$ cat config.mk
export PLATFORM = sky130hd
export DESIGN_NAME = hub_config_and_port_power
export DESIGN_NICKNAME = d
export VERILOG_FILES = /design/src/rtl/hub_cfg_pkg.sv /design/src/rtl/hub_config_and_port_power.sv
export SDC_FILE = /design/constraint.sdc
export NUM_CORES = 1
export LEC_CHECK = 0
export BUFFER_PORTS_ARGS = -buffer_cell sky130_fd_sc_hd__buf_4
export CORE_UTILIZATION = 45
export CTS_CLUSTER_SIZE = 12
export DETAILED_ROUTE_END_ITERATION = 10
export PLACE_DENSITY_LB_ADDON = 0.05
export SLEW_MARGIN = 20
export SYNTH_ARGS = -nofsm -noshare
export SYNTH_HDL_FRONTEND = slang
export SYNTH_SLANG_ARGS = --single-unit
$ cat constraint.sdc
create_clock -name clk -period 4.7 [get_ports clk]
set_clock_uncertainty 0.1 [all_clocks]
set_input_delay 0.47 -clock clk [delete_from_list [all_inputs] [get_ports clk]]
set_output_delay 0.47 -clock clk [all_outputs]
set_load 0.02 [all_outputs]
$ cat src/rtl/hub_cfg_pkg.sv
package hub_cfg_pkg;
   localparam int NUM_PORTS = 7;
   localparam int ROM_BYTES = 32;
   localparam logic [7:0] CHECK0_VAL = 8'h40;
   localparam logic [7:0] CHECK1_VAL = 8'h1a;
   localparam int ADDR_CHECK0 = 'h00;
   localparam int ADDR_CHECK1 = 'h01;
   localparam int ADDR_VID = 'h02;
   localparam int ADDR_PID = 'h04;
   localparam int ADDR_REL = 'h06;
   localparam int ADDR_SERIAL = 'h08;
   localparam int SERIAL_MAX = 16;
   localparam int ADDR_SER_LEN = 'h18;
   localparam int ADDR_PORTS = 'h1a;
   localparam int ADDR_REMOVE = 'h1c;
   localparam int ADDR_ATTR = 'h1e;
   localparam int ADDR_CSUM = 'h1f;
   localparam logic [6:0] ROM_DEV_ADDR = 7'h50;
   localparam int CLK_HZ = 50_000_000;
   localparam int SCL_HZ = 100_000;
   // Quarter period of the bus clock, rounded up so the bus never runs faster than intended.
   localparam int QTR_CYC = (CLK_HZ + 4 * SCL_HZ - 1) / (4 * SCL_HZ);
   localparam logic [15:0] DEF_VID = 16'h1234;   // Arbitrary value.
   localparam logic [15:0] DEF_PID = 16'h5678;   // Arbitrary value.
   localparam logic [15:0] DEF_REL = 16'h0100;
   localparam int TT_COUNT = NUM_PORTS;
endpackage

$ cat src/rtl/hub_config_and_port_power.sv
`timescale 1ns/10ps
module hub_config_and_port_power #(
   parameter int NUM_PORTS = hub_cfg_pkg::NUM_PORTS,
   parameter int QTR_CYC = hub_cfg_pkg::QTR_CYC
) (
   input wire logic clk,
   input wire logic sys_rst,
   input wire logic external_reset_n,
   input wire logic [NUM_PORTS-1:0] port_overcurrent_n,
   input wire logic hubConfigured,
   input wire logic suspendReq,
   input wire logic [1:0] strapPortSel,
   input wire logic [2:0] strapRemoveSel,
   input wire logic sdaIn,
   output logic sdaOut,
   output logic sdaOe,
   output logic sclOut,
   output logic sclOe,
   output logic [NUM_PORTS-1:0] port_power_enable_n,
   output logic [NUM_PORTS-1:0] portPowerOe,
   output logic cfgReady,
   output logic romValid,
   output logic suspended,
   output logic [15:0] vendorId,
   output logic [15:0] productId,
   output logic [15:0] releaseBcd,
   output logic [3:0] portCount,
   output logic [7:0] removableMask,
   output logic [7:0] serialLen,
   output logic [7:0] deviceAttr,
   output logic selfPowered,
   output logic [NUM_PORTS-1:0] ttPresent
);
   // The port fields and the 8-bit tick counter bound what the logic can serve.
   if (NUM_PORTS < 4 || NUM_PORTS > 7) begin : g_bad_ports
      $error("NUM_PORTS must be 4 to 7.");
   end
   if (QTR_CYC < 1 || QTR_CYC > 256) begin : g_bad_qtr
      $error("QTR_CYC must be 1 to 256.");
   end

   // -----------------------------------------------------------------
   // Reset, straps and port power
   // -----------------------------------------------------------------
   logic rst;
   logic [1:0] strapPort_r, strapPort_nxt;
   logic [2:0] strapRem_r, strapRem_nxt;
   logic inReset_r, inReset_nxt;
   logic susp_r, susp_nxt;

   // Either reset source restarts the loader; the pin is taken as synchronous.
   assign rst = sys_rst | ~external_reset_n;

   // Straps are caught while reset is held, so they are stable at release.
   always_comb begin
      strapPort_nxt = strapPort_r;
      strapRem_nxt = strapRem_r;
      inReset_nxt = 1'b0;
      susp_nxt = suspendReq & cfgReady;
      if (rst) begin
         strapPort_nxt = strapPortSel;
         strapRem_nxt = strapRemoveSel;
         inReset_nxt = 1'b1;
         susp_nxt = 1'b0;
      end
   end

   always_ff @(posedge clk) begin
      strapPort_r <= strapPort_nxt;
      strapRem_r <= strapRem_nxt;
      inReset_r <= inReset_nxt;
      susp_r <= susp_nxt;
   end

   // Enable pulls low on overcurrent (low input) or while unconfigured.
   always_comb begin
      for (int i = 0; i < NUM_PORTS; i++) begin
         portPowerOe[i] = ~port_overcurrent_n[i] | ~hubConfigured;
         port_power_enable_n[i] = 1'b0;
      end
   end
   assign suspended = susp_r;
   assign selfPowered = 1'b1; // Always self powered; 500mA per port is a board budget.
   assign ttPresent = '1;     // One translator per port.

   // -----------------------------------------------------------------
   // EEPROM reader: random-address set, then sequential read of all bytes
   // -----------------------------------------------------------------
   typedef enum {S_IDLE, S_START, S_BIT, S_ACK, S_RDBIT, S_MACK, S_STOP, S_CHECK, S_DONE} rd_state_t;
   rd_state_t st_r, st_nxt;
   logic [7:0] rom_r [hub_cfg_pkg::ROM_BYTES];
   logic [7:0] shift_r, shift_nxt;
   logic [2:0] bitCnt_r, bitCnt_nxt;
   logic [1:0] phase_r, phase_nxt;
   logic [1:0] byteSel_r, byteSel_nxt; // 0 write-addr, 1 word addr, 2 read-addr.
   logic [4:0] idx_r, idx_nxt;
   logic [7:0] tick_r, tick_nxt;
   logic nack_r, nack_nxt;
   logic valid_r, valid_nxt;
   logic sda_r, sda_nxt, scl_r, scl_nxt;
   logic tick;
   logic wrByte;
   logic [7:0] csum;

   assign tick = (tick_r == 8'(QTR_CYC - 1));

   // XOR checksum of all bytes below the checksum location.
   always_comb begin
      csum = 8'h00;
      for (int i = 0; i < hub_cfg_pkg::ADDR_CSUM; i++) csum = csum ^ rom_r[i];
   end

   // Four phases per bit: low/set data, rise, high, fall.
   always_comb begin
      st_nxt = st_r;
      shift_nxt = shift_r;
      bitCnt_nxt = bitCnt_r;
      phase_nxt = phase_r;
      byteSel_nxt = byteSel_r;
      idx_nxt = idx_r;
      nack_nxt = nack_r;
      valid_nxt = valid_r;
      sda_nxt = sda_r;
      scl_nxt = scl_r;
      wrByte = 1'b0;
      tick_nxt = tick ? 8'h00 : tick_r + 8'h01;
      if (tick) begin
         phase_nxt = phase_r + 2'd1;
         case (st_r)
            S_IDLE: begin
               sda_nxt = 1'b1;
               scl_nxt = 1'b1;
               phase_nxt = 2'd0;
               st_nxt = S_START;
            end
            S_START: begin
               // Data goes high before the clock rises, so a repeated start is a real start too.
               if (phase_r == 2'd0) sda_nxt = 1'b1;
               if (phase_r == 2'd1) scl_nxt = 1'b1;
               if (phase_r == 2'd2) sda_nxt = 1'b0;
               if (phase_r == 2'd3) begin
                  scl_nxt = 1'b0;
                  st_nxt = S_BIT;
                  bitCnt_nxt = 3'd7;
                  shift_nxt = (byteSel_r == 2'd0) ? {hub_cfg_pkg::ROM_DEV_ADDR, 1'b0} :
                     (byteSel_r == 2'd1) ? 8'h00 : {hub_cfg_pkg::ROM_DEV_ADDR, 1'b1};
               end
            end
            S_BIT, S_ACK, S_RDBIT, S_MACK: begin
               if (phase_r == 2'd0) begin
                  sda_nxt = (st_r == S_BIT) ? shift_r[7] :
                     (st_r == S_MACK) ? (idx_r == 5'(hub_cfg_pkg::ROM_BYTES - 1)) : 1'b1;
               end
               if (phase_r == 2'd1) scl_nxt = 1'b1;
               if (phase_r == 2'd2) begin
                  if (st_r == S_RDBIT) shift_nxt = {shift_r[6:0], sdaIn};
                  if (st_r == S_ACK && sdaIn) nack_nxt = 1'b1;
               end
               if (phase_r == 2'd3) begin
                  scl_nxt = 1'b0;
                  case (st_r)
                     S_BIT: begin
                        shift_nxt = {shift_r[6:0], 1'b0};
                        bitCnt_nxt = bitCnt_r - 3'd1;
                        if (bitCnt_r == 3'd0) st_nxt = S_ACK;
                     end
                     S_ACK: begin
                        bitCnt_nxt = 3'd7;
                        if (nack_r) st_nxt = S_STOP;
                        else if (byteSel_r == 2'd0) begin
                           byteSel_nxt = 2'd1;
                           st_nxt = S_BIT;
                           shift_nxt = 8'h00; // Start at location zero.
                        end else if (byteSel_r == 2'd1) begin
                           byteSel_nxt = 2'd2;
                           st_nxt = S_START;
                           sda_nxt = 1'b1;
                        end else st_nxt = S_RDBIT;
                     end
                     S_RDBIT: begin
                        bitCnt_nxt = bitCnt_r - 3'd1;
                        if (bitCnt_r == 3'd0) begin
                           st_nxt = S_MACK;
                           wrByte = 1'b1;
                        end
                     end
                     default: begin
                        bitCnt_nxt = 3'd7;
                        idx_nxt = idx_r + 5'd1; // Sequential read.
                        st_nxt = (idx_r == 5'(hub_cfg_pkg::ROM_BYTES - 1)) ? S_STOP : S_RDBIT;
                     end
                  endcase
               end
            end
            S_STOP: begin
               if (phase_r == 2'd0) sda_nxt = 1'b0;
               if (phase_r == 2'd1) scl_nxt = 1'b1;
               if (phase_r == 2'd2) sda_nxt = 1'b1;
               if (phase_r == 2'd3) st_nxt = S_CHECK;
            end
            S_CHECK: begin
               // Check bytes and checksum both required.
               valid_nxt = !nack_r && rom_r[hub_cfg_pkg::ADDR_CHECK0] == hub_cfg_pkg::CHECK0_VAL
                  && rom_r[hub_cfg_pkg::ADDR_CHECK1] == hub_cfg_pkg::CHECK1_VAL
                  && rom_r[hub_cfg_pkg::ADDR_CSUM] == csum;
               st_nxt = S_DONE;
            end
            S_DONE: st_nxt = S_DONE;
            default: st_nxt = S_IDLE;
         endcase
      end
   end

   always_ff @(posedge clk) begin
      if (rst || inReset_r) begin
         st_r <= S_IDLE;
         shift_r <= 8'h00;
         bitCnt_r <= 3'd7;
         phase_r <= 2'd0;
         byteSel_r <= 2'd0;
         idx_r <= 5'd0;
         tick_r <= 8'h00;
         nack_r <= 1'b0;
         valid_r <= 1'b0;
         sda_r <= 1'b1;
         scl_r <= 1'b1;
      end else begin
         st_r <= st_nxt;
         shift_r <= shift_nxt;
         bitCnt_r <= bitCnt_nxt;
         phase_r <= phase_nxt;
         byteSel_r <= byteSel_nxt;
         idx_r <= idx_nxt;
         tick_r <= tick_nxt;
         nack_r <= nack_nxt;
         valid_r <= valid_nxt;
         sda_r <= sda_nxt;
         scl_r <= scl_nxt;
      end
   end

   // Byte store; one entry per EEPROM location. The eighth bit is already in the shifter.
   always_ff @(posedge clk) begin
      if (wrByte) rom_r[idx_r] <= shift_r;
   end

   // Open-drain bus: drive low only.
   assign sdaOut = 1'b0;
   assign sdaOe = ~sda_r;
   assign sclOut = 1'b0;
   assign sclOe = ~scl_r;

   // -----------------------------------------------------------------
   // Descriptor values, held until the next reset
   // -----------------------------------------------------------------
   logic [3:0] strapCount;
   logic [7:0] strapRemove;
   assign strapCount = 4'd4 + {2'b00, strapPort_r};
   assign strapRemove = (8'h01 << strapRem_r) - 8'h01;

   always_ff @(posedge clk) begin
      if (rst) begin
         cfgReady <= 1'b0;
         romValid <= 1'b0;
         vendorId <= hub_cfg_pkg::DEF_VID;
         productId <= hub_cfg_pkg::DEF_PID;
         releaseBcd <= hub_cfg_pkg::DEF_REL;
         portCount <= 4'(NUM_PORTS);
         removableMask <= 8'h00;
         serialLen <= 8'h00;
         deviceAttr <= 8'h00;
      end else if (st_r == S_DONE && !cfgReady) begin
         cfgReady <= 1'b1;
         romValid <= valid_r;
         if (valid_r) begin
            vendorId <= {rom_r[hub_cfg_pkg::ADDR_VID + 1], rom_r[hub_cfg_pkg::ADDR_VID]};
            productId <= {rom_r[hub_cfg_pkg::ADDR_PID + 1], rom_r[hub_cfg_pkg::ADDR_PID]};
            releaseBcd <= {rom_r[hub_cfg_pkg::ADDR_REL + 1], rom_r[hub_cfg_pkg::ADDR_REL]};
            portCount <= rom_r[hub_cfg_pkg::ADDR_PORTS][3:0];
            removableMask <= rom_r[hub_cfg_pkg::ADDR_REMOVE];
            // Serial always reported with EEPROM, clipped to 16 characters.
            serialLen <= (rom_r[hub_cfg_pkg::ADDR_SER_LEN] > 8'(hub_cfg_pkg::SERIAL_MAX)) ?
               8'(hub_cfg_pkg::SERIAL_MAX) : rom_r[hub_cfg_pkg::ADDR_SER_LEN];
            deviceAttr <= rom_r[hub_cfg_pkg::ADDR_ATTR];
         end else begin
            portCount <= strapCount;
            removableMask <= {strapRemove[6:0], 1'b0};
         end
      end
   end

   // -----------------------------------------------------------------
   // Checks
   // -----------------------------------------------------------------
   chk_power_overcur: assert property (@(posedge clk)
      (portPowerOe & ~port_overcurrent_n) == ~port_overcurrent_n)
      else $error("Port power not asserted on overcurrent.");
   chk_power_unconf: assert property (@(posedge clk)
      !hubConfigured |-> &portPowerOe)
      else $error("Port power not asserted while unconfigured.");
   chk_invalid_default: assert property (@(posedge clk) disable iff (rst)
      $rose(cfgReady) && !romValid |-> vendorId == hub_cfg_pkg::DEF_VID && productId == hub_cfg_pkg::DEF_PID)
      else $error("Defaults not used for invalid EEPROM.");
   chk_valid_checks: assert property (@(posedge clk) disable iff (rst)
      $rose(romValid) |-> $past(rom_r[hub_cfg_pkg::ADDR_CHECK0]) == hub_cfg_pkg::CHECK0_VAL
         && $past(rom_r[hub_cfg_pkg::ADDR_CHECK1]) == hub_cfg_pkg::CHECK1_VAL
         && $past(csum) == $past(rom_r[hub_cfg_pkg::ADDR_CSUM]))
      else $error("EEPROM accepted with bad check values.");
   chk_nack_absent: assert property (@(posedge clk) disable iff (rst)
      nack_r |-> !valid_r)
      else $error("Absent EEPROM treated as valid.");
   chk_reset_clear: assert property (@(posedge clk)
      rst |=> !cfgReady && !romValid && !suspended)
      else $error("Reset did not clear status.");
   chk_suspend_cfg: assert property (@(posedge clk) disable iff (rst)
      suspended |-> $past(cfgReady))
      else $error("Suspend before configuration loaded.");
   chk_serial_max: assert property (@(posedge clk)
      serialLen <= 8'(hub_cfg_pkg::SERIAL_MAX))
      else $error("Serial length above limit.");
   cov_valid: cover property (@(posedge clk) $rose(romValid));
   cov_default: cover property (@(posedge clk) $rose(cfgReady) && !romValid);
   cov_overcur: cover property (@(posedge clk) hubConfigured && !port_overcurrent_n[0]);
endmodule // hub_config_and_port_power

==> flow_summary.toml <==
[power]
finalPower_mw = 6.71
p_per_area_nw_per_um2 = 374
leakage_nw = 5.76
peakVddDrop_mv = 0.229

[clocking]
clock-root-buffer = "clkbuf_16"
numCtsBuffers = 42
h-tree-depth = 2
clk_pin_slew_ps = 60
clock_latency_ps = 550
cts_max_path_buffers = 3
cts_tree = "done"
clkSinkCount = 377

[critical_path]
endpoint_kind = "register"
cp.depth = 6
cp.required_ps = 4990
critPathMaxFanout = 47
critPathKind = "register to register"
crit_chain = "nor3_4, and3b_1, nand2_2, buf_4, nand2_1, a21oi_1"
slowest_delay_ps = 680
crit_slowest_cell = "nand2_2"
path_buf_inv = 1
ff2ff_path_depth = 6
critPathTopFamily = "simple AND/OR/NAND/NOR gates"
cp-start-kind = "register"
crit_arrival_ps = 3360

[grt]
grt_pass1_wl_um = 50200
use_met2_pct = 30.1
antenna_found_initial = 0
grt.busiest_layer = "met2"
grt_max_degree = 64
grt_overflow_total = 0
grt_util_met1_pct = 26.1
use_met3_pct = 3.21
grt_util_all_layers_pct = 18.8
grt_pass1_vias = 8746

[finish]
seqCellArea_um2 = 10200
multi_input_area_um2 = 4910
final_core_util_pct = 53.4
final_cells = 1804
syn2layout_area_growth_pct = 16.7
antenna_cells = 0
drive_above_1_share_pct = 14.7
nNetsFinal = 1354
n_fill_cell = 2908

[routing]
drt_wl_total_um = 32300
drt_first_pass_iters = 4
vias_per_cell = 4.84
num_vias = 8739
drc_errors = 0
ant_nets = 0
drtIter0Drc = 458
wl_per_cell_um = 17.9

[sta]
timing.final.crit_share_pct = 65.5
tightest_slew_ps = 1000
period_minus_slack_ps = 3080
rsz0062_at_grt = "false"
finalHoldViolations = 0
setup_tns_ps = 0
slew_violations = 0
max_freq_ghz = 0.325
worst_slack_ps = 1620
relSlewSlack_pct = 33.2
setup_viol = 0

[synthesis]
syn_area_um2 = 15400
synth_edf_count = 261
synth_warnings = 0
yosysTopAreaCell = "edfxtp_1"
yosys.area.top_type_share_pct = 51.0
ys_top_cells_by_count = "edfxtp_1, xnor2_1, nand2_1"
ys_ff_latch = 377
yosysSeqAreaShare_pct = 66.1
synth_cell_types = 56
synth_area_leaders = "edfxtp_1, dfxtp_1, xnor2_1"
ys_async_sr_fraction_pct = 0
yosys_most_used_dff = "edfxtp_1"
avgSynthCellArea_um2 = 12.8
synth.most_common_cell = "edfxtp_1"
syn_inst = 1198

[placed_design]
gp_congestion = 0.785
hpwl_um = 21800
port_buffers = 105
placed_cells = 1721
place_ws_ps = 1620

[floorplanning]
dieWidth_um = 187
start_util_pct = 45.8
rows = 67
die_area_um2 = 34900
pin_count = 123
die_h_um = 187
core_um2 = 33600

[run]
drv_cap = 0

[status]
status = "completed"

[min_path]
whs_path_depth = 2
hp-class = "primary input to register"
-- layer usage --
layer  wire [µm]  up-vias
li1            -     4347
met1       15400     4149
met4         754        0
met5           0        -
met2       14800      192
met3        1390       51
-- logic make-up (layout without fill, tap and decap cells) --
| family | count (synthesis) | in the layout | share of synthesized area, % |
|---|---|---|---|
| other | 2 | 17 | 0.0488 |
| adder cells (fa/ha/maj) | 14 | 14 | 1.14 |
| AND/OR/NAND/NOR | 350 | 350 | 10.5 |
| flip-flops | 377 | 377 | 66.1 |
| buffers and inverters | 72 | 215 | 2.42 |
| multiplexers | 7 | 7 | 0.456 |
| XOR/XNOR | 259 | 259 | 14.7 |
| AO/OA/AOI/OAI | 117 | 117 | 4.67 |
-- repair_timing --
item / in CTS / in global routing
hold endpoints to repair: 5 / 0
gates resized for setup: 0 / 0
hold buffers: 5 / 0
buffers inserted: 0 / 0
-- through the flow --
step / instance area (µm²) / hold WS (ps)
CTS: 18000 / 43.6
floorplan: 15400 / 341
global placement: 16600 / 341
global route: 18000 / 56.7
detailed placement: 16600 / 347
finish: 18000 / 63.0
-- cells in the final DEF (no fill, tap or decap), types with 12 or more instances in the layout --
cell type,instances
a21oi_1,63
buf_4,117
clkbuf_1,12
clkbuf_16,45
conb_1,17
dfxtp_1,115
edfxtp_1,261
ha_1,14
inv_1,14
nand2_1,164
nand3_1,28
nor2_1,87
o21ai_0,18
xnor2_1,227
xor2_1,32
-- flip-flops by register name, summed over array words and instances, names as in the netlist, 2 cells and up --
name	cells
rom_r	256
productId	16
releaseBcd	16
vendorId	16
deviceAttr	8
removableMask	8
serialLen	8
shift_r	8
tick_r	8
idx_r	5
portCount	4
st_r	4
bitCnt_r	3
strapRem_r	3
byteSel_r	2
phase_r	2
strapPort_r	2
-- report_power, final --
group | internal, mW | total, mW | leakage [nW] | switching, mW
combinational | 0.0260 | 0.0737 | 2.16 | 0.0477
sequential | 3.51 | 3.52 | 2.95 | 0.00593
clock | 1.86 | 3.12 | 0.655 | 1.26
-- layout make-up --
class | instances | area share [%]
clock buffer | 64 | 7.06
clock inverter | 14 | 0.404
inverter | 15 | 0.314
multi-input combinational | 764 | 27.3
sequential | 377 | 56.6
tap | 448 | 3.12
timing repair buffer | 122 | 5.17
-- path summary, 6_finish.rpt --
| check | from | slack (ps) | to |
|---|---|---|---|
| max | st_r[0] | 1620 | vendorId[11] |
| min | suspendReq | 60 | suspended |
| max reg2reg | st_r[0] | 1620 | vendorId[11] |
| min reg2reg | removableMask[7] | 350 | removableMask[7] |
-- worst register-to-register path: stages, from the launching register on --
cell,delay [ps]
dfxtp_1,500
nor3_4,440
and3b_1,560
nand2_2,680
buf_4,500
nand2_1,90
a21oi_1,60
No activity file was read; power rests on OpenSTA's default activity.
